## src/hlie_pkg.sv

```systemverilog
// Constants for the low half of the host link interrupt event register
package hlie_pkg;
    localparam int HLIE_EV_W = 21;
    localparam int HLIE_DATA_W = 32;
    localparam int HLIE_ADDR_W = 8;
    localparam logic [HLIE_ADDR_W-1:0] HLIE_SET_OFF = 8'h80;
    localparam logic [HLIE_ADDR_W-1:0] HLIE_CLR_OFF = 8'h84;
    localparam int HLIE_B_CYCLE = 20;
    localparam int HLIE_B_PHY = 19;
    localparam int HLIE_B_BUSRST = 17;
    localparam int HLIE_B_IDDONE = 16;
    localparam int HLIE_B_LOCK = 9;
    localparam int HLIE_B_POSTED = 8;
    localparam int HLIE_B_ISORX = 7;
    localparam int HLIE_B_ISOTX = 6;
    localparam int HLIE_B_RESPONSE_PACKET_STORED = 5;
    localparam int HLIE_B_REQUEST_PACKET_STORED = 4;
    localparam int HLIE_B_ASYNC_RX_RESPONSE_CONTEXT = 3;
    localparam int HLIE_B_ASYNC_RX_REQUEST_CONTEXT = 2;
    localparam int HLIE_B_ASYNC_TX_RESPONSE_CONTEXT = 1;
    localparam int HLIE_B_ASYNC_TX_REQUEST_CONTEXT = 0;
    // Bits that hold a latched flag; the rest are reserved or summaries
    localparam logic [HLIE_EV_W-1:0] HLIE_LATCH_MASK = 21'h1b033f;
    localparam logic [HLIE_EV_W-1:0] HLIE_EV_RESET = 21'h000000;
    localparam logic [HLIE_DATA_W-1:0] HLIE_RD_IDLE = 32'h00000000;
endpackage

```

## src/hlie_edge_if.sv

```systemverilog
// Carrier between the event register and its edge detector
`timescale 1ns/1ps
interface hlie_edge_if #(parameter int W = 21);
    logic [W-1:0] src;
    logic [W-1:0] rise;
    modport owner (output src, input rise);
    modport det (input src, output rise);
endinterface

```

## src/hlie_edge_det.sv

```systemverilog
// Per-bit rising edge detector for the event sources
`timescale 1ns/1ps
module hlie_edge_det
    import hlie_pkg::*;
#(
    parameter int W = HLIE_EV_W
) (
    input wire logic mclk,
    input wire logic nrst,
    hlie_edge_if.det eif
);
    genvar i;
    generate
        for (i = 0; i < W; i++) begin : g_bit
            logic prev_reg;
            always_ff @(posedge mclk) begin
                if (!nrst) begin
                    prev_reg <= 1'b0;
                end else begin
                    prev_reg <= eif.src[i];
                end
            end
            assign eif.rise[i] = eif.src[i] & ~prev_reg;
        end
    endgenerate
endmodule

```

## src/hlie_event_low.sv

```systemverilog
// Low half of the host link interrupt event register with set, clear and masked read
`timescale 1ns/1ps
module hlie_event_low
    import hlie_pkg::*;
#(
    parameter int RX_CTX = 4,
    parameter int TX_CTX = 4
) (
    input wire logic mclk,
    input wire logic nrst,
    input wire logic [HLIE_ADDR_W-1:0] reg_addr,
    input wire logic [HLIE_DATA_W-1:0] reg_wdata,
    input wire logic reg_wr,
    input wire logic reg_rd,
    output logic [HLIE_DATA_W-1:0] reg_rdata,
    input wire logic [HLIE_EV_W-1:0] event_mask,
    input wire logic cycle_count_lsb,
    input wire logic phy_status_irq,
    input wire logic phy_bus_reset,
    input wire logic self_id_received,
    input wire logic lock_reply_no_ack,
    input wire logic posted_write_host_err,
    input wire logic [RX_CTX-1:0] iso_rx_event,
    input wire logic [RX_CTX-1:0] iso_rx_mask,
    input wire logic [TX_CTX-1:0] iso_tx_event,
    input wire logic [TX_CTX-1:0] iso_tx_mask,
    input wire logic response_packet_stored,
    input wire logic request_packet_stored,
    input wire logic async_rx_response_context,
    input wire logic async_rx_response_irq,
    input wire logic async_rx_request_context,
    input wire logic async_rx_request_irq,
    input wire logic async_tx_response_context,
    input wire logic async_tx_response_irq,
    input wire logic async_tx_request_context,
    input wire logic async_tx_request_irq,
    output logic [HLIE_EV_W-1:0] event_flags
);
    logic [HLIE_EV_W-1:0] ev_reg;
    logic [HLIE_EV_W-1:0] ev_next;
    logic cyc_prev_reg;
    logic cyc_toggle;
    logic [HLIE_EV_W-1:0] src_vec;
    logic [HLIE_EV_W-1:0] hw_set;
    logic [HLIE_EV_W-1:0] sw_set;
    logic [HLIE_EV_W-1:0] clr_vec;
    logic [HLIE_EV_W-1:0] set_vec;
    logic id_kill;
    logic iso_rx_sum;
    logic iso_tx_sum;
    logic [HLIE_EV_W-1:0] read_val;
    logic addr_hit;

    hlie_edge_if #(.W(HLIE_EV_W)) eif ();

    hlie_edge_det #(.W(HLIE_EV_W)) u_edge (
        .mclk(mclk),
        .nrst(nrst),
        .eif(eif)
    );

    // Level sources; completions count only with their interrupt request
    always_comb begin
        src_vec = '0;
        src_vec[HLIE_B_PHY] = phy_status_irq;
        src_vec[HLIE_B_BUSRST] = phy_bus_reset;
        src_vec[HLIE_B_IDDONE] = self_id_received;
        src_vec[HLIE_B_LOCK] = lock_reply_no_ack;
        src_vec[HLIE_B_POSTED] = posted_write_host_err;
        src_vec[HLIE_B_RESPONSE_PACKET_STORED] = response_packet_stored;
        src_vec[HLIE_B_REQUEST_PACKET_STORED] = request_packet_stored;
        src_vec[HLIE_B_ASYNC_RX_RESPONSE_CONTEXT] = async_rx_response_context & async_rx_response_irq;
        src_vec[HLIE_B_ASYNC_RX_REQUEST_CONTEXT] = async_rx_request_context & async_rx_request_irq;
        src_vec[HLIE_B_ASYNC_TX_RESPONSE_CONTEXT] = async_tx_response_context & async_tx_response_irq;
        src_vec[HLIE_B_ASYNC_TX_REQUEST_CONTEXT] = async_tx_request_context & async_tx_request_irq;
    end
    assign eif.src = src_vec;

    // Both edges of the low cycle bit start a cycle, so this is not an edge detector bit
    always_ff @(posedge mclk) begin
        if (!nrst) begin
            cyc_prev_reg <= 1'b0;
        end else begin
            cyc_prev_reg <= cycle_count_lsb;
        end
    end
    assign cyc_toggle = cycle_count_lsb ^ cyc_prev_reg;

    always_comb begin
        hw_set = eif.rise;
        hw_set[HLIE_B_CYCLE] = cyc_toggle;
    end

    assign addr_hit = (reg_addr == HLIE_SET_OFF) || (reg_addr == HLIE_CLR_OFF);
    assign sw_set = (reg_wr && reg_addr == HLIE_SET_OFF) ? reg_wdata[HLIE_EV_W-1:0] : '0;
    assign clr_vec = (reg_wr && reg_addr == HLIE_CLR_OFF) ? reg_wdata[HLIE_EV_W-1:0] : '0;
    // combined set, limited to latched positions
    assign set_vec = (hw_set | sw_set) & HLIE_LATCH_MASK;
    // bus reset turning on drops identification done
    assign id_kill = set_vec[HLIE_B_BUSRST] & ~ev_reg[HLIE_B_BUSRST];

    always_comb begin
        ev_next = ev_reg & ~clr_vec;
        if (id_kill) begin
            ev_next[HLIE_B_IDDONE] = 1'b0;
        end
        // Set beats clear so an event in the clear cycle survives
        ev_next = (ev_next | set_vec) & HLIE_LATCH_MASK;
    end

    always_ff @(posedge mclk) begin
        if (!nrst) begin
            ev_reg <= HLIE_EV_RESET;
        end else begin
            ev_reg <= ev_next;
        end
    end

    assign iso_rx_sum = |(iso_rx_event & iso_rx_mask);
    assign iso_tx_sum = |(iso_tx_event & iso_tx_mask);

    // masked read view; reserved stay zero via latch mask
    always_comb begin
        read_val = ev_reg;
        read_val[HLIE_B_ISORX] = iso_rx_sum;
        read_val[HLIE_B_ISOTX] = iso_tx_sum;
        read_val = read_val & event_mask;
    end

    // Data stands only in the cycle after the read; unmapped reads give zero
    always_ff @(posedge mclk) begin
        if (!nrst) begin
            reg_rdata <= HLIE_RD_IDLE;
        end else if (reg_rd && addr_hit) begin
            reg_rdata <= {{(HLIE_DATA_W-HLIE_EV_W){1'b0}}, read_val};
        end else begin
            reg_rdata <= HLIE_RD_IDLE;
        end
    end

    assign event_flags = ev_reg;

    a_cycle_toggle_sets: assert property (@(posedge mclk) disable iff (!nrst)
        (cycle_count_lsb != $past(cycle_count_lsb)) |=> ev_reg[HLIE_B_CYCLE])
        else $error("cycle start flag not set after toggle");

    a_phy_edge_sets: assert property (@(posedge mclk) disable iff (!nrst)
        (phy_status_irq && !$past(phy_status_irq)) |=> ev_reg[HLIE_B_PHY])
        else $error("phy request flag not set on edge");

    a_reserved_read_zero: assert property (@(posedge mclk) disable iff (!nrst)
        reg_rd |=> (reg_rdata[18] == 1'b0) && (reg_rdata[15:10] == 6'h00) && (reg_rdata[31:21] == 11'h000))
        else $error("reserved bits read nonzero");

    a_bus_reset_kills_id: assert property (@(posedge mclk) disable iff (!nrst)
        (id_kill && !set_vec[HLIE_B_IDDONE]) |=> (ev_reg[HLIE_B_BUSRST] && !ev_reg[HLIE_B_IDDONE]))
        else $error("identification done survived bus reset");

    a_completion_gated: assert property (@(posedge mclk) disable iff (!nrst)
        (!ev_reg[HLIE_B_ASYNC_RX_RESPONSE_CONTEXT] && !async_rx_response_irq && sw_set[HLIE_B_ASYNC_RX_RESPONSE_CONTEXT] == 1'b0) |=> !ev_reg[HLIE_B_ASYNC_RX_RESPONSE_CONTEXT])
        else $error("rx response flag set without interrupt request");

    a_rx_summary_read: assert property (@(posedge mclk) disable iff (!nrst)
        (reg_rd && addr_hit && event_mask[HLIE_B_ISORX])
        |=> (reg_rdata[HLIE_B_ISORX] == $past(|(iso_rx_event & iso_rx_mask))))
        else $error("receive summary read wrong");

    a_tx_summary_read: assert property (@(posedge mclk) disable iff (!nrst)
        (reg_rd && addr_hit && |(iso_tx_event & iso_tx_mask) && event_mask[HLIE_B_ISOTX]) |=> reg_rdata[HLIE_B_ISOTX])
        else $error("transmit summary read missing");

    a_sw_set_holds: assert property (@(posedge mclk) disable iff (!nrst)
        (|sw_set) |=> ((ev_reg & $past(sw_set) & HLIE_LATCH_MASK) == ($past(sw_set) & HLIE_LATCH_MASK)))
        else $error("software set lost");

    a_clear_takes: assert property (@(posedge mclk) disable iff (!nrst)
        (|clr_vec) |=> ((ev_reg & $past(clr_vec) & ~$past(set_vec)) == '0))
        else $error("software clear ignored");

    a_hold_without_cause: assert property (@(posedge mclk) disable iff (!nrst)
        (set_vec == '0 && clr_vec == '0) |=> (ev_reg == $past(ev_reg)))
        else $error("event flags changed without cause");

    a_read_masked: assert property (@(posedge mclk) disable iff (!nrst)
        (reg_rd && addr_hit) |=> ((reg_rdata[HLIE_EV_W-1:0] & ~$past(event_mask)) == '0))
        else $error("read shows unmasked bit");

    a_idle_read_zero: assert property (@(posedge mclk) disable iff (!nrst)
        !(reg_rd && addr_hit) |=> (reg_rdata == HLIE_RD_IDLE))
        else $error("read data outside read slot");

    a_held_source_once: assert property (@(posedge mclk) disable iff (!nrst)
        (lock_reply_no_ack && $past(lock_reply_no_ack) && $past(nrst)
        && clr_vec[HLIE_B_LOCK] && !sw_set[HLIE_B_LOCK])
        |=> !ev_reg[HLIE_B_LOCK])
        else $error("held source set flag again");

    // Pin-level checks; a rise on each source line sets its flag one cycle later, with no $past(nrst) term
    a_bus_reset_sets: assert property (@(posedge mclk) disable iff (!nrst)
        (phy_bus_reset && !$past(phy_bus_reset))
        |=> ev_reg[HLIE_B_BUSRST])
        else $error("bus reset flag not set on edge");

    a_id_done_sets: assert property (@(posedge mclk) disable iff (!nrst)
        (self_id_received && !$past(self_id_received))
        |=> ev_reg[HLIE_B_IDDONE])
        else $error("identification done flag not set on edge");

    a_lock_fail_sets: assert property (@(posedge mclk) disable iff (!nrst)
        (lock_reply_no_ack && !$past(lock_reply_no_ack))
        |=> ev_reg[HLIE_B_LOCK])
        else $error("lock reply failure flag not set on edge");

    a_posted_fail_sets: assert property (@(posedge mclk) disable iff (!nrst)
        (posted_write_host_err && !$past(posted_write_host_err))
        |=> ev_reg[HLIE_B_POSTED])
        else $error("deferred write failure flag not set on edge");

    a_resp_stored_sets: assert property (@(posedge mclk) disable iff (!nrst)
        (response_packet_stored && !$past(response_packet_stored))
        |=> ev_reg[HLIE_B_RESPONSE_PACKET_STORED])
        else $error("response stored flag not set on edge");

    a_req_stored_sets: assert property (@(posedge mclk) disable iff (!nrst)
        (request_packet_stored && !$past(request_packet_stored))
        |=> ev_reg[HLIE_B_REQUEST_PACKET_STORED])
        else $error("request stored flag not set on edge");

    a_rx_resp_done_sets: assert property (@(posedge mclk) disable iff (!nrst)
        (async_rx_response_context && async_rx_response_irq
        && !$past(async_rx_response_context && async_rx_response_irq))
        |=> ev_reg[HLIE_B_ASYNC_RX_RESPONSE_CONTEXT])
        else $error("rx response completion flag not set");

    a_rx_req_done_sets: assert property (@(posedge mclk) disable iff (!nrst)
        (async_rx_request_context && async_rx_request_irq
        && !$past(async_rx_request_context && async_rx_request_irq))
        |=> ev_reg[HLIE_B_ASYNC_RX_REQUEST_CONTEXT])
        else $error("rx request completion flag not set");

    a_tx_resp_done_sets: assert property (@(posedge mclk) disable iff (!nrst)
        (async_tx_response_context && async_tx_response_irq
        && !$past(async_tx_response_context && async_tx_response_irq))
        |=> ev_reg[HLIE_B_ASYNC_TX_RESPONSE_CONTEXT])
        else $error("tx response completion flag not set");

    a_tx_req_done_sets: assert property (@(posedge mclk) disable iff (!nrst)
        (async_tx_request_context && async_tx_request_irq
        && !$past(async_tx_request_context && async_tx_request_irq))
        |=> ev_reg[HLIE_B_ASYNC_TX_REQUEST_CONTEXT])
        else $error("tx request completion flag not set");

    // Completions without their interrupt request leave the flag alone
    a_rx_req_gated: assert property (@(posedge mclk) disable iff (!nrst)
        (!ev_reg[HLIE_B_ASYNC_RX_REQUEST_CONTEXT] && !async_rx_request_irq && !sw_set[HLIE_B_ASYNC_RX_REQUEST_CONTEXT])
        |=> !ev_reg[HLIE_B_ASYNC_RX_REQUEST_CONTEXT])
        else $error("rx request flag set without interrupt request");

    a_tx_resp_gated: assert property (@(posedge mclk) disable iff (!nrst)
        (!ev_reg[HLIE_B_ASYNC_TX_RESPONSE_CONTEXT] && !async_tx_response_irq && !sw_set[HLIE_B_ASYNC_TX_RESPONSE_CONTEXT])
        |=> !ev_reg[HLIE_B_ASYNC_TX_RESPONSE_CONTEXT])
        else $error("tx response flag set without interrupt request");

    a_tx_req_gated: assert property (@(posedge mclk) disable iff (!nrst)
        (!ev_reg[HLIE_B_ASYNC_TX_REQUEST_CONTEXT] && !async_tx_request_irq && !sw_set[HLIE_B_ASYNC_TX_REQUEST_CONTEXT])
        |=> !ev_reg[HLIE_B_ASYNC_TX_REQUEST_CONTEXT])
        else $error("tx request flag set without interrupt request");

    a_cycle_steady_quiet: assert property (@(posedge mclk) disable iff (!nrst)
        (cycle_count_lsb == $past(cycle_count_lsb) && $past(nrst)
        && !ev_reg[HLIE_B_CYCLE] && !sw_set[HLIE_B_CYCLE])
        |=> !ev_reg[HLIE_B_CYCLE])
        else $error("cycle start flag set without toggle");

    a_phy_held_quiet: assert property (@(posedge mclk) disable iff (!nrst)
        (phy_status_irq && $past(phy_status_irq) && $past(nrst)
        && !ev_reg[HLIE_B_PHY] && !sw_set[HLIE_B_PHY])
        |=> !ev_reg[HLIE_B_PHY])
        else $error("held phy request set flag again");

    a_req_held_quiet: assert property (@(posedge mclk) disable iff (!nrst)
        (request_packet_stored && $past(request_packet_stored) && $past(nrst)
        && !ev_reg[HLIE_B_REQUEST_PACKET_STORED] && !sw_set[HLIE_B_REQUEST_PACKET_STORED])
        |=> !ev_reg[HLIE_B_REQUEST_PACKET_STORED])
        else $error("held request stored line set flag again");

    a_phy_low_quiet: assert property (@(posedge mclk) disable iff (!nrst)
        (!phy_status_irq && !ev_reg[HLIE_B_PHY] && !sw_set[HLIE_B_PHY])
        |=> !ev_reg[HLIE_B_PHY])
        else $error("phy request flag set while line low");

    a_posted_low_quiet: assert property (@(posedge mclk) disable iff (!nrst)
        (!posted_write_host_err && !ev_reg[HLIE_B_POSTED] && !sw_set[HLIE_B_POSTED])
        |=> !ev_reg[HLIE_B_POSTED])
        else $error("deferred write flag set while line low");

    a_reset_pin_kills_id: assert property (@(posedge mclk) disable iff (!nrst)
        (phy_bus_reset && !$past(phy_bus_reset) && $past(nrst) && !ev_reg[HLIE_B_BUSRST]
        && !sw_set[HLIE_B_IDDONE] && !(self_id_received && !$past(self_id_received)))
        |=> (ev_reg[HLIE_B_BUSRST] && !ev_reg[HLIE_B_IDDONE]))
        else $error("identification done kept over bus reset entry");

    a_no_stray_latch: assert property (@(posedge mclk) disable iff (!nrst)
        ((ev_reg & ~HLIE_LATCH_MASK) == '0))
        else $error("reserved or summary position latched");

    a_rx_summary_off: assert property (@(posedge mclk) disable iff (!nrst)
        (reg_rd && addr_hit && !(|(iso_rx_event & iso_rx_mask))) |=> !reg_rdata[HLIE_B_ISORX])
        else $error("receive summary read set with no context event");

    a_tx_summary_off: assert property (@(posedge mclk) disable iff (!nrst)
        (reg_rd && addr_hit && !(|(iso_tx_event & iso_tx_mask))) |=> !reg_rdata[HLIE_B_ISOTX])
        else $error("transmit summary read set with no context event");

    // Reads: the mask decides each bit, the latched flag supplies it
    a_read_lock_masked: assert property (@(posedge mclk) disable iff (!nrst)
        (reg_rd && addr_hit)
        |=> (reg_rdata[HLIE_B_LOCK] == ($past(ev_reg[HLIE_B_LOCK]) && $past(event_mask[HLIE_B_LOCK]))))
        else $error("lock failure bit read wrong");

    a_read_cycle_masked: assert property (@(posedge mclk) disable iff (!nrst)
        (reg_rd && addr_hit)
        |=> (reg_rdata[HLIE_B_CYCLE] == ($past(ev_reg[HLIE_B_CYCLE]) && $past(event_mask[HLIE_B_CYCLE]))))
        else $error("cycle start bit read wrong");

    a_flags_sticky: assert property (@(posedge mclk) disable iff (!nrst)
        (!id_kill && (ev_reg & ~clr_vec) != '0)
        |=> ((ev_reg & $past(ev_reg & ~clr_vec)) == $past(ev_reg & ~clr_vec)))
        else $error("flag dropped without clear");

    a_unmapped_write_ignored: assert property (@(posedge mclk) disable iff (!nrst)
        (reg_wr && !addr_hit && set_vec == '0) |=> (ev_reg == $past(ev_reg)))
        else $error("unmapped write changed flags");
endmodule

```

## config.mk

```make
export PLATFORM = sky130hd
export DESIGN_NAME = hlie_event_low
export DESIGN_NICKNAME = d
export VERILOG_FILES = /design/src/hlie_pkg.sv /design/src/hlie_edge_if.sv /design/src/hlie_edge_det.sv /design/src/hlie_event_low.sv
export SDC_FILE = /design/constraint.sdc
export NUM_CORES = 1
export LEC_CHECK = 0
export ABC_AREA = 1
export BUFFER_PORTS_ARGS = -buffer_cell sky130_fd_sc_hd__buf_4
export CAP_MARGIN = 20
export CORE_ASPECT_RATIO = 1.1
export CORE_MARGIN = 1
export CORE_UTILIZATION = 27
export DETAILED_ROUTE_END_ITERATION = 7
export HOLD_SLACK_MARGIN = 0.05
export SETUP_SLACK_MARGIN = 0.5
export SYNTH_ARGS = -nofsm -noshare
export SYNTH_HDL_FRONTEND = slang
export SYNTH_SLANG_ARGS = --single-unit
```

## constraint.sdc

```tcl
create_clock -name mclk -period 1.6 [get_ports mclk]
set_clock_uncertainty 0.1 [all_clocks]
set_input_delay 0.48 -clock mclk [delete_from_list [all_inputs] [get_ports mclk]]
set_output_delay 0.48 -clock mclk [all_outputs]
set_load 0.01 [all_outputs]
```

Yosys cells after proc, flatten, opt, wreduce, memory -nomap -nowiden
Cells that the tools add are included.

Input bits: 97. Register bits: 65. Word-level logic and storage cells: 64. Output and inout port bits: 53.

Bitwise logic cells: 36. Equality and inequality tests: 2. Reduce and logical (&&, ||, !) cells: 7. Mux-type cells: 3.

Operators by type and width (number): 21-bit bitwise AND (2); 21-bit two-way mux (2); 21-bit OR (2); 21-bit NOT (1); 1-bit bitwise AND (16); 8-bit == test (second input constant) (2); 1-bit NOT (12); 4-bit bitwise AND (2); 4-bit OR reduction (2); 1-bit logical AND (3); 2-bit AND reduction (1); 1-bit logical OR (1); 1-bit two-way mux (1); 1-bit XOR (1).

Longest topological paths before layout
Gate-level depths: netlist of run 1.

Depth in word-level cells: 7. Gate-level depth with buffers: 9. Mapped depth without buffers: 9.

Cells and area by module
From an unflattened synthesis of run 1, not the netlist that was laid out.

Cells, all modules: 298. Area, all modules: 2164.6 µm².

Modules (own cells, without submodules): hlie_event_low (sequential area each 540.5 µm², area an instance 1406.3 µm², instances 1, cells each 191); hlie_edge_det (sequential area each 420.4 µm², area an instance 758.2 µm², instances 1, cells each 107).

Worst setup path before layout of run 1
No wires, ideal clock.

Kind: input to register. Start point: in reg_addr[5]. End point: reg ev_reg[3], in the netlist event_flags[3]. Required time: 1.368 ns. Setup time: 0.132 ns. Path slack: 0.164 ns. Arrival: 1.204 ns. Cell stages on the path: 7. Path buffers: 1. Cell sequence: nor2_1 > inv_1 > nor2_1 > nand3_1 > clkbuf_2 > o21ai_0 > a21oi_1.

Cells in the longest elaborated chain, start to end: 6. Elaborated cells between the ends (all ways): 10. Those cells by class: eq/ne (2); mux (2); bitwise (4); reduce/logical (2).

RTL lines: start, declared (line hlie_event_low.sv:11) `input wire logic [HLIE_ADDR_W-1:0] reg_addr,`; 8-bit == test (line hlie_event_low.sv:96) `assign clr_vec = (reg_wr && reg_addr == HLIE_CLR_OFF) ? reg_wdata[HLIE_EV_W-1:0] : '0;`; 1-bit logical AND (line hlie_event_low.sv:96); 21-bit two-way mux (line hlie_event_low.sv:96); 21-bit NOT (line hlie_event_low.sv:103) `ev_next = ev_reg & ~clr_vec;`; 21-bit bitwise AND (line hlie_event_low.sv:103); 21-bit OR * (line hlie_event_low.sv:108) `ev_next = (ev_next | set_vec) & HLIE_LATCH_MASK;`; end signal, assigned (line hlie_event_low.sv:115) `ev_reg <= ev_next;`; end, declared (line hlie_event_low.sv:39) `logic [HLIE_EV_W-1:0] ev_reg;`.

Every way passes the cells marked *; elsewhere a longest branch is shown, timed or not. A chain may end at the register's enable or synchronous reset.

Final worst setup path of run 1
Start point: in reg_addr[5]. End point: reg reg_rdata[0].

Cells in the longest elaborated chain, start to end: 4. Elaborated cells between the ends (all ways): 5. Those cells by class: eq/ne (2); reduce/logical (3).

RTL lines: 8-bit == test (line hlie_event_low.sv:94) `assign addr_hit = (reg_addr == HLIE_SET_OFF) || (reg_addr == HLIE_CLR_OFF);`; 1-bit logical OR * (line hlie_event_low.sv:94); 1-bit logical AND * (line hlie_event_low.sv:134) `end else if (reg_rd && addr_hit) begin`; 2-bit AND reduction (no source line) *; end signal, assigned (line hlie_event_low.sv:135) `reg_rdata <= {{(HLIE_DATA_W-HLIE_EV_W){1'b0}}, read_val};`; end, declared (line hlie_event_low.sv:15) `output logic [HLIE_DATA_W-1:0] reg_rdata,`.

Marked as above.

==> impl_metrics.tcl, run 1 <==
set metrics [dict create \
    outcome "completed" \
    flow.area_growth_from_synthesis_pct 73.2 \
    initial_core_util_pct 28.3 \
    clock_path_buffers 2 \
    seq_area_frac_synth_pct 43.2 \
    numCtsBuffers 5 \
    die_height_um 86.7 \
    drt_pre_antenna_iters 4 \
    adder_cell_fraction_of_synth_area_pct 0 \
    clk_root_buffer_cell "sky130_fd_sc_hd__clkbuf_8" \
    clock_pin_transition_on_the_worst_setup_and_hold_timing_paths_ns 0.07 \
    drt_iter0_markers 19 \
    detailedPlacementHpwl_mm 3.16 \
    fp-row-count 30 \
    required_ns 1.72 \
    timing.max_cap.violations 0 \
    synth.area.mux_share_pct 0 \
    cell_internal_pwr_w 0.00153 \
    final_period_minus_worst_setup_slack_ns 1.32 \
    area_of_the_mapped_netlist_um2 1760 \
    fp.coreArea_um2 6230 \
    most-common-layout-cells "sky130_fd_sc_hd__buf_4 (74), sky130_fd_sc_hd__inv_1 (41), sky130_fd_sc_hd__buf_6 (34)" \
    yosys.cell_types.count 22 \
    hold_depth 3 \
    synth_top_cell_by_area "sky130_fd_sc_hd__dfxtp_1" \
    post_synth_xor_area_fraction_pct 0.497 \
    timing.critical_path.from_type "input pin" \
    power.density_nw_per_um2 673 \
    cts.sink_count 38 \
    dr_total_vias 1667 \
    critical_path.endpoint "reg_rdata[0]$_SDFF_PN0_" \
    clock_tree.htree_level_count 2 \
    power_frac_comb_pct 21.0 \
    r2r_slack_ns 0.61 \
    fmax_ghz 0.757 \
    fin_hold_ws_ns 0.283 \
    final.period_utilization_pct 82.6 \
    grt_setup_unrepaired "true" \
    cts_tree "yes" \
    post_synth_inst_count 223 \
    grt_max_degree 17 \
    gp_congestion 0.718 \
    layout.nets 435 \
    drc 0 \
    ff2ff_path_depth 6 \
    grt_antenna_before_repair 0 \
    antenna_cells 0 \
    clk-insertion-delay-late_ns 0.28 \
    timing.final.hold_violations 0 \
    fillerInstances 644 \
    synth_area_per_cell_um2 7.90 \
    design.portCount 150 \
    grt_pass1_vias 1536 \
    largest_register_ffs 14 \
    switching_power_w 0.000522 \
    ir_worst_vdd_uv 346 \
    finalSetupTns_ns 0 \
    die_area_um2 6850 \
    detail_route.wirelength_mm 4.62 \
    r2r-end "event_flags[16]$_SDFF_PN0_" \
    min_path_type "in -> reg" \
    avgViaCountPerCell 3.99 \
    yosys_warnings 0 \
    synth-compound-area-share_pct 13.0 \
    p_seq_share_pct 49.3 \
    portBuffers 95 \
    synth_top_family_by_area "buffers and inverters" \
    total_grt_usage_pct 13.1 \
    simple_gate_area_share_of_the_yosys_netlist_pct 20.2 \
    fp.dieW_um 79.0 \
    drt-wirelength-per-cell_um 11.0 \
    crit_type "in -> reg" \
    cellLeakagePower_nw 1.49 \
    report.final.setup_viol 0 \
    clockPowerShare_pct 29.7 \
    global_route.overflow_total 0 \
    worstSetupEndpointType "flop" \
    grt_pass1_wl_mm 6.84 \
    worstPathMaxFanout 7 \
    p_sw_share_pct 25.4 \
    post-synth-top-area-fraction_pct 43.2 \
    leading_cell_type_in_the_layout_fill_and_taps_excluded "sky130_fd_sc_hd__buf_4" \
    arrival_ns 1.44 \
    post_synth_main_area_contributors "sky130_fd_sc_hd__dfxtp_1 (43%), sky130_fd_sc_hd__buf_4 (12%), sky130_fd_sc_hd__inv_1 (9.8%)" \
    yosys_reg_bits 38 \
    worstReg2RegStart "event_flags[17]$_SDFF_PN0_" \
    maxSlewViolCount 0 \
    setup.worst_path.start "reg_addr[5]" \
    final_layout_size_suffix_gt1_share_pct 56.2 \
    final_antenna_net_count 0 \
]
-- worst min path at each step --
stage	slack (ns)	start	end
after floorplan	0.37	event_flags[1]$_SDFF_PN0_	reg_rdata[1]$_SDFF_PN0_
after global placement	0.34	event_flags[3]$_SDFF_PN0_	reg_rdata[3]$_SDFF_PN0_
after detailed placement	0.35	event_flags[3]$_SDFF_PN0_	reg_rdata[3]$_SDFF_PN0_
after CTS	0.27	request_packet_stored	u_edge.g_bit[4].prev_reg$_SDFF_PN0_
after global routing	0.28	response_packet_stored	u_edge.g_bit[5].prev_reg$_SDFF_PN0_
final	0.28	request_packet_stored	u_edge.g_bit[4].prev_reg$_SDFF_PN0_
-- layout make-up --
cell class | instances | area [um^2] | area share, %
Clock buffer | 7 | 76.3 | 2.50
Multi-Input combinational cell | 135 | 891 | 29.2
Timing Repair Buffer | 112 | 1020 | 33.4
Tap cell | 80 | 100 | 3.28
Inverter | 46 | 175 | 5.74
Sequential cell | 38 | 791 | 25.9
-- stage by stage --
| step | utilization (%) | setup WS, ns | total power [W] | instances | area [um^2] |
|---|---|---|---|---|---|
| 2_1_floorplan | - | 0.184 | 0.00123 | 249 | 1920 |
| 3_3_place_gp | 40.3 | -0.0129 | 0.00136 | 396 | 2510 |
| 4_1_cts | 47.8 | 0.272 | 0.00207 | 415 | 2980 |
| 5_1_grt | 49.0 | 0.231 | 0.00216 | 418 | 3050 |
| 6_report | 49.0 | 0.279 | 0.00205 | 418 | 3050 |
| 3_5_place_dp | 40.3 | -0.0436 | 0.00137 | 396 | 2510 |
-- what timing repair did --
item / CTS / global route
hold buffers: 0 / 0
endpoints found under the setup margin: 52 / 52
resized for setup: 86 / 13
hold endpoints to repair: 0 / 0
buffers inserted: 10 / 2
gates cloned: 2 / 1
pin swaps: 18 / 5
-- critical path, cell delays in order --
cell	delay (ns)
sky130_fd_sc_hd__buf_6	0.09
sky130_fd_sc_hd__nor2_4	0.11
sky130_fd_sc_hd__nand2_2	0.08
sky130_fd_sc_hd__nor2_4	0.14
sky130_fd_sc_hd__a21oi_1	0.06
sky130_fd_sc_hd__nand3b_4	0.19
sky130_fd_sc_hd__clkbuf_16	0.20
sky130_fd_sc_hd__nor2_4	0.07
-- power groups by stage --
stage	sequential [W]	combinational, W	clock, W
2_1_floorplan	0.00103	0.000191	0
3_3_place_gp	0.00103	0.000334	0
3_5_place_dp	0.00103	0.000340	0
4_1_cts	0.00101	0.000419	0.000638
5_1_grt	0.00102	0.000470	0.000676
6_report	0.00101	0.000431	0.000610
-- synthesized netlist by cell type --
cell and number:
sky130_fd_sc_hd__buf_2 1, sky130_fd_sc_hd__clkbuf_1 1, sky130_fd_sc_hd__o22ai_1 9, sky130_fd_sc_hd__o21ai_0 13, sky130_fd_sc_hd__clkbuf_2 1, sky130_fd_sc_hd__nand3_1 3, sky130_fd_sc_hd__dfxtp_1 38, sky130_fd_sc_hd__nor2_4 11
sky130_fd_sc_hd__nand2_1 34, sky130_fd_sc_hd__nand2_2 1, sky130_fd_sc_hd__a22o_1 4, sky130_fd_sc_hd__xnor2_1 1, sky130_fd_sc_hd__buf_4 27, sky130_fd_sc_hd__nand3b_4 1, sky130_fd_sc_hd__a31oi_1 2, sky130_fd_sc_hd__nor2_1 15
sky130_fd_sc_hd__inv_1 46, sky130_fd_sc_hd__a21oi_1 11, sky130_fd_sc_hd__buf_8 1, sky130_fd_sc_hd__conb_1 1, sky130_fd_sc_hd__o21ai_1 1, sky130_fd_sc_hd__nor2_2 1
-- metal layers --
metal,share of wire [%],vias up,global-route usage (%)
met1,39,741,14.2
met5,0,-,0
met4,1.5,0,5.45
li1,-,856,-
met2,53,64,24.0
met3,6.5,6,3.58
-- kinds of logic after synthesis --
group                     count (synthesis)
other                                     1
buffers and inverters                    77
DFF                                      38
xor gates and xnor gates                  1
and+or+nand+nor                          66
AOI/OAI and AO/OA                        40
(Power assumes the default switching activity.)
==> run 2: changes to the inputs <==
- clock period: 1.6 -> 1.4 ns (I/O delays scaled with it)
==> impl_metrics.tcl, run 2 (same netlist as run 1, synthesis figures left out) <==
set metrics [dict create \
    die_area_um2 6850 \
    gp_congestion 0.676 \
    cts.sink_count 38 \
    seq_area_um2 791 \
    clk_root_buffer_cell "sky130_fd_sc_hd__clkbuf_8" \
    outcome "completed" \
    p_total_w 0.00257 \
    detailedPlacementHpwl_mm 3.13 \
    min-delay-start "phy_status_irq" \
    ff2ff_path_depth 5 \
    r2r_slack_ns 0.48 \
    initial_core_util_pct 28.3 \
    cellLeakagePower_nw 1.53 \
    flow.area_growth_from_synthesis_pct 79.1 \
    required_ns 1.53 \
    setup_ws_final_ns 0.0952 \
    global_route.overflow_total 0 \
    drt-wirelength-per-cell_um 11.1 \
    place_area_um2 2520 \
    timing.final.hold_violations 0 \
    fp.dieW_um 79.0 \
    r2r-end "event_flags[16]$_SDFF_PN0_" \
    report.final.setup_viol 0 \
    grt_antenna_before_repair 0 \
    arrival_ns 1.44 \
    drt_pre_antenna_iters 4 \
    timing.critical_path.from_type "input pin" \
    drt_iter0_markers 20 \
    hold_path_end "u_edge.g_bit[19].prev_reg$_SDFF_PN0_" \
    grt_max_degree 17 \
    largest_register_ffs 14 \
    drc 0 \
    fillerInstances 628 \
    most-common-layout-cells "sky130_fd_sc_hd__buf_4 (73), sky130_fd_sc_hd__inv_1 (39), sky130_fd_sc_hd__buf_6 (36)" \
    clk-insertion-delay-late_ns 0.28 \
    finalSetupTns_ns 0 \
    portBuffers 95 \
    numCtsBuffers 5 \
    worstReg2RegStart "event_flags[16]$_SDFF_PN0_" \
    grt_pass1_wl_mm 7.11 \
    cts_tree "yes" \
    final_antenna_net_count 0 \
    worstSetupEndpointType "flop" \
    clock_tree.htree_level_count 2 \
    timing.max_cap.violations 0 \
    grt_setup_unrepaired "true" \
    preCtsSetupSlack_ns -0.161 \
    ir_worst_vdd_uv 411 \
    die_height_um 86.7 \
    power.density_nw_per_um2 814 \
    fp.coreArea_um2 6230 \
    antenna_cells 0 \
    maxSlewViolCount 0 \
    hold_buffers 0 \
    dr_total_vias 1702 \
    timing.critical_path.cells "buf_8 -> nor2_4 -> nand2_2 -> nor2_4 -> a21oi_2 -> nand3b_4 -> buf_12 -> buf_16 -> nor2_4" \
    detail_route.wirelength_mm 4.67 \
    hold_depth 3 \
    crit_type "in -> reg" \
    cp_slowest_cell "sky130_fd_sc_hd__nand3b_4" \
    grt_pass1_vias 1592 \
    fin_area_um2 3160 \
    fmax_ghz 0.766 \
    worst_path_most_repeated_cell "sky130_fd_sc_hd__nor2_4" \
    final_period_minus_worst_setup_slack_ns 1.30 \
    critPathMaxStageDelay_ns 0.17 \
    multi_input_area_um2 925 \
    clock_pin_transition_on_the_worst_setup_and_hold_timing_paths_ns 0.08 \
    layout.nets 437 \
    avgViaCountPerCell 4.04 \
    fp-row-count 30 \
    final.period_utilization_pct 93.2 \
    clock_path_buffers 2 \
    total_grt_usage_pct 13.7 \
    min_path_type "in -> reg" \
    final_layout_size_suffix_gt1_share_pct 58.9 \
    leading_cell_type_in_the_layout_fill_and_taps_excluded "sky130_fd_sc_hd__buf_4" \
    worstPathMaxFanout 7 \
    design.portCount 150 \
]
[run 2: cell types whose count changed in the layout (fill, tap and decap cells not counted), moves of 2 or more]
cell and delta:
sky130_fd_sc_hd__a21oi_1 -2, sky130_fd_sc_hd__a21oi_2 +2, sky130_fd_sc_hd__buf_6 +2, sky130_fd_sc_hd__clkbuf_1 -2, sky130_fd_sc_hd__clkinv_2 +2, sky130_fd_sc_hd__inv_1 -2
sky130_fd_sc_hd__inv_2 +2, sky130_fd_sc_hd__nor2_2 -2, sky130_fd_sc_hd__nor2_4 +2
[run 2: per-stage QoR]
stage               hold WS [ns]  util (%)  std cells
floorplan                  0.370         -        249
global placement           0.343      40.5        397
detailed placement         0.344      40.5        397
CTS                        0.210      49.1        419
global route               0.223      50.6        421
finish                     0.221      50.6        421
[run 2: how the worst max path moves through the flow]
stage | startpoint | end | cells after the start | slack, ns
2_1_floorplan | reg_addr[5] | event_flags[17]$_SDFF_PN0_ | 7 | 0.04
3_3_place_gp | reg_addr[5] | event_flags[16]$_SDFF_PN0_ | 10 | -0.14
3_5_place_dp | reg_addr[5] | reg_rdata[4]$_SDFF_PN0_ | 8 | -0.16
4_1_cts | event_flags[1]$_SDFF_PN0_ | event_flags[1] | 1 | 0.13
5_1_grt | reg_addr[3] | reg_rdata[0]$_SDFF_PN0_ | 9 | 0.07
6_report | reg_addr[3] | reg_rdata[0]$_SDFF_PN0_ | 9 | 0.1
[run 2: area by class of cell]
class / count / share of cell area [%]
multi-input cells: 135 / 29.3
repair buffers: 114 / 33.3
clock inverters: 3 / 1.27
well taps: 80 / 3.17
inverters: 46 / 5.71
clock buffers: 5 / 2.18
flip-flops and latches: 38 / 25.1
[run 2: per-layer routing]
metal  share of wire, %  up-vias  track usage (%)
met5                  0        -                0
met4                1.2        0             4.46
met3                7.7        6             4.00
met2                 54       76             24.9
met1                 37      757             15.1
li1                   -      863                -
[run 2: critical path, delay by kind of cell]
| kind | cells | cell delay, ns |
|---|---|---|
| buffers and inverters | 3 | 0.39 |
| AO/OA/AOI/OAI | 1 | 0.05 |
| AND/OR/NAND/NOR | 5 | 0.57 |
[run 2: what timing repair did]
item / 4_1_cts / 5_1_grt
pin swaps: 19 / 13
resized for setup: 86 / 25
buffers inserted: 12 / 2
endpoints found under the setup margin: 52 / 52
cloned: 2 / 0
[run 2: report_power, final]
group / internal (W) / total (W) / switching, W / leakage (nW)
combinational: 0.000281 / 0.000504 / 0.000222 / 1.15
sequential: 0.00113 / 0.00116 / 0.0000272 / 0.322
clock: 0.000524 / 0.000910 / 0.000385 / 0.0579
total: 0.00194 / 0.00257 / 0.000635 / 1.53
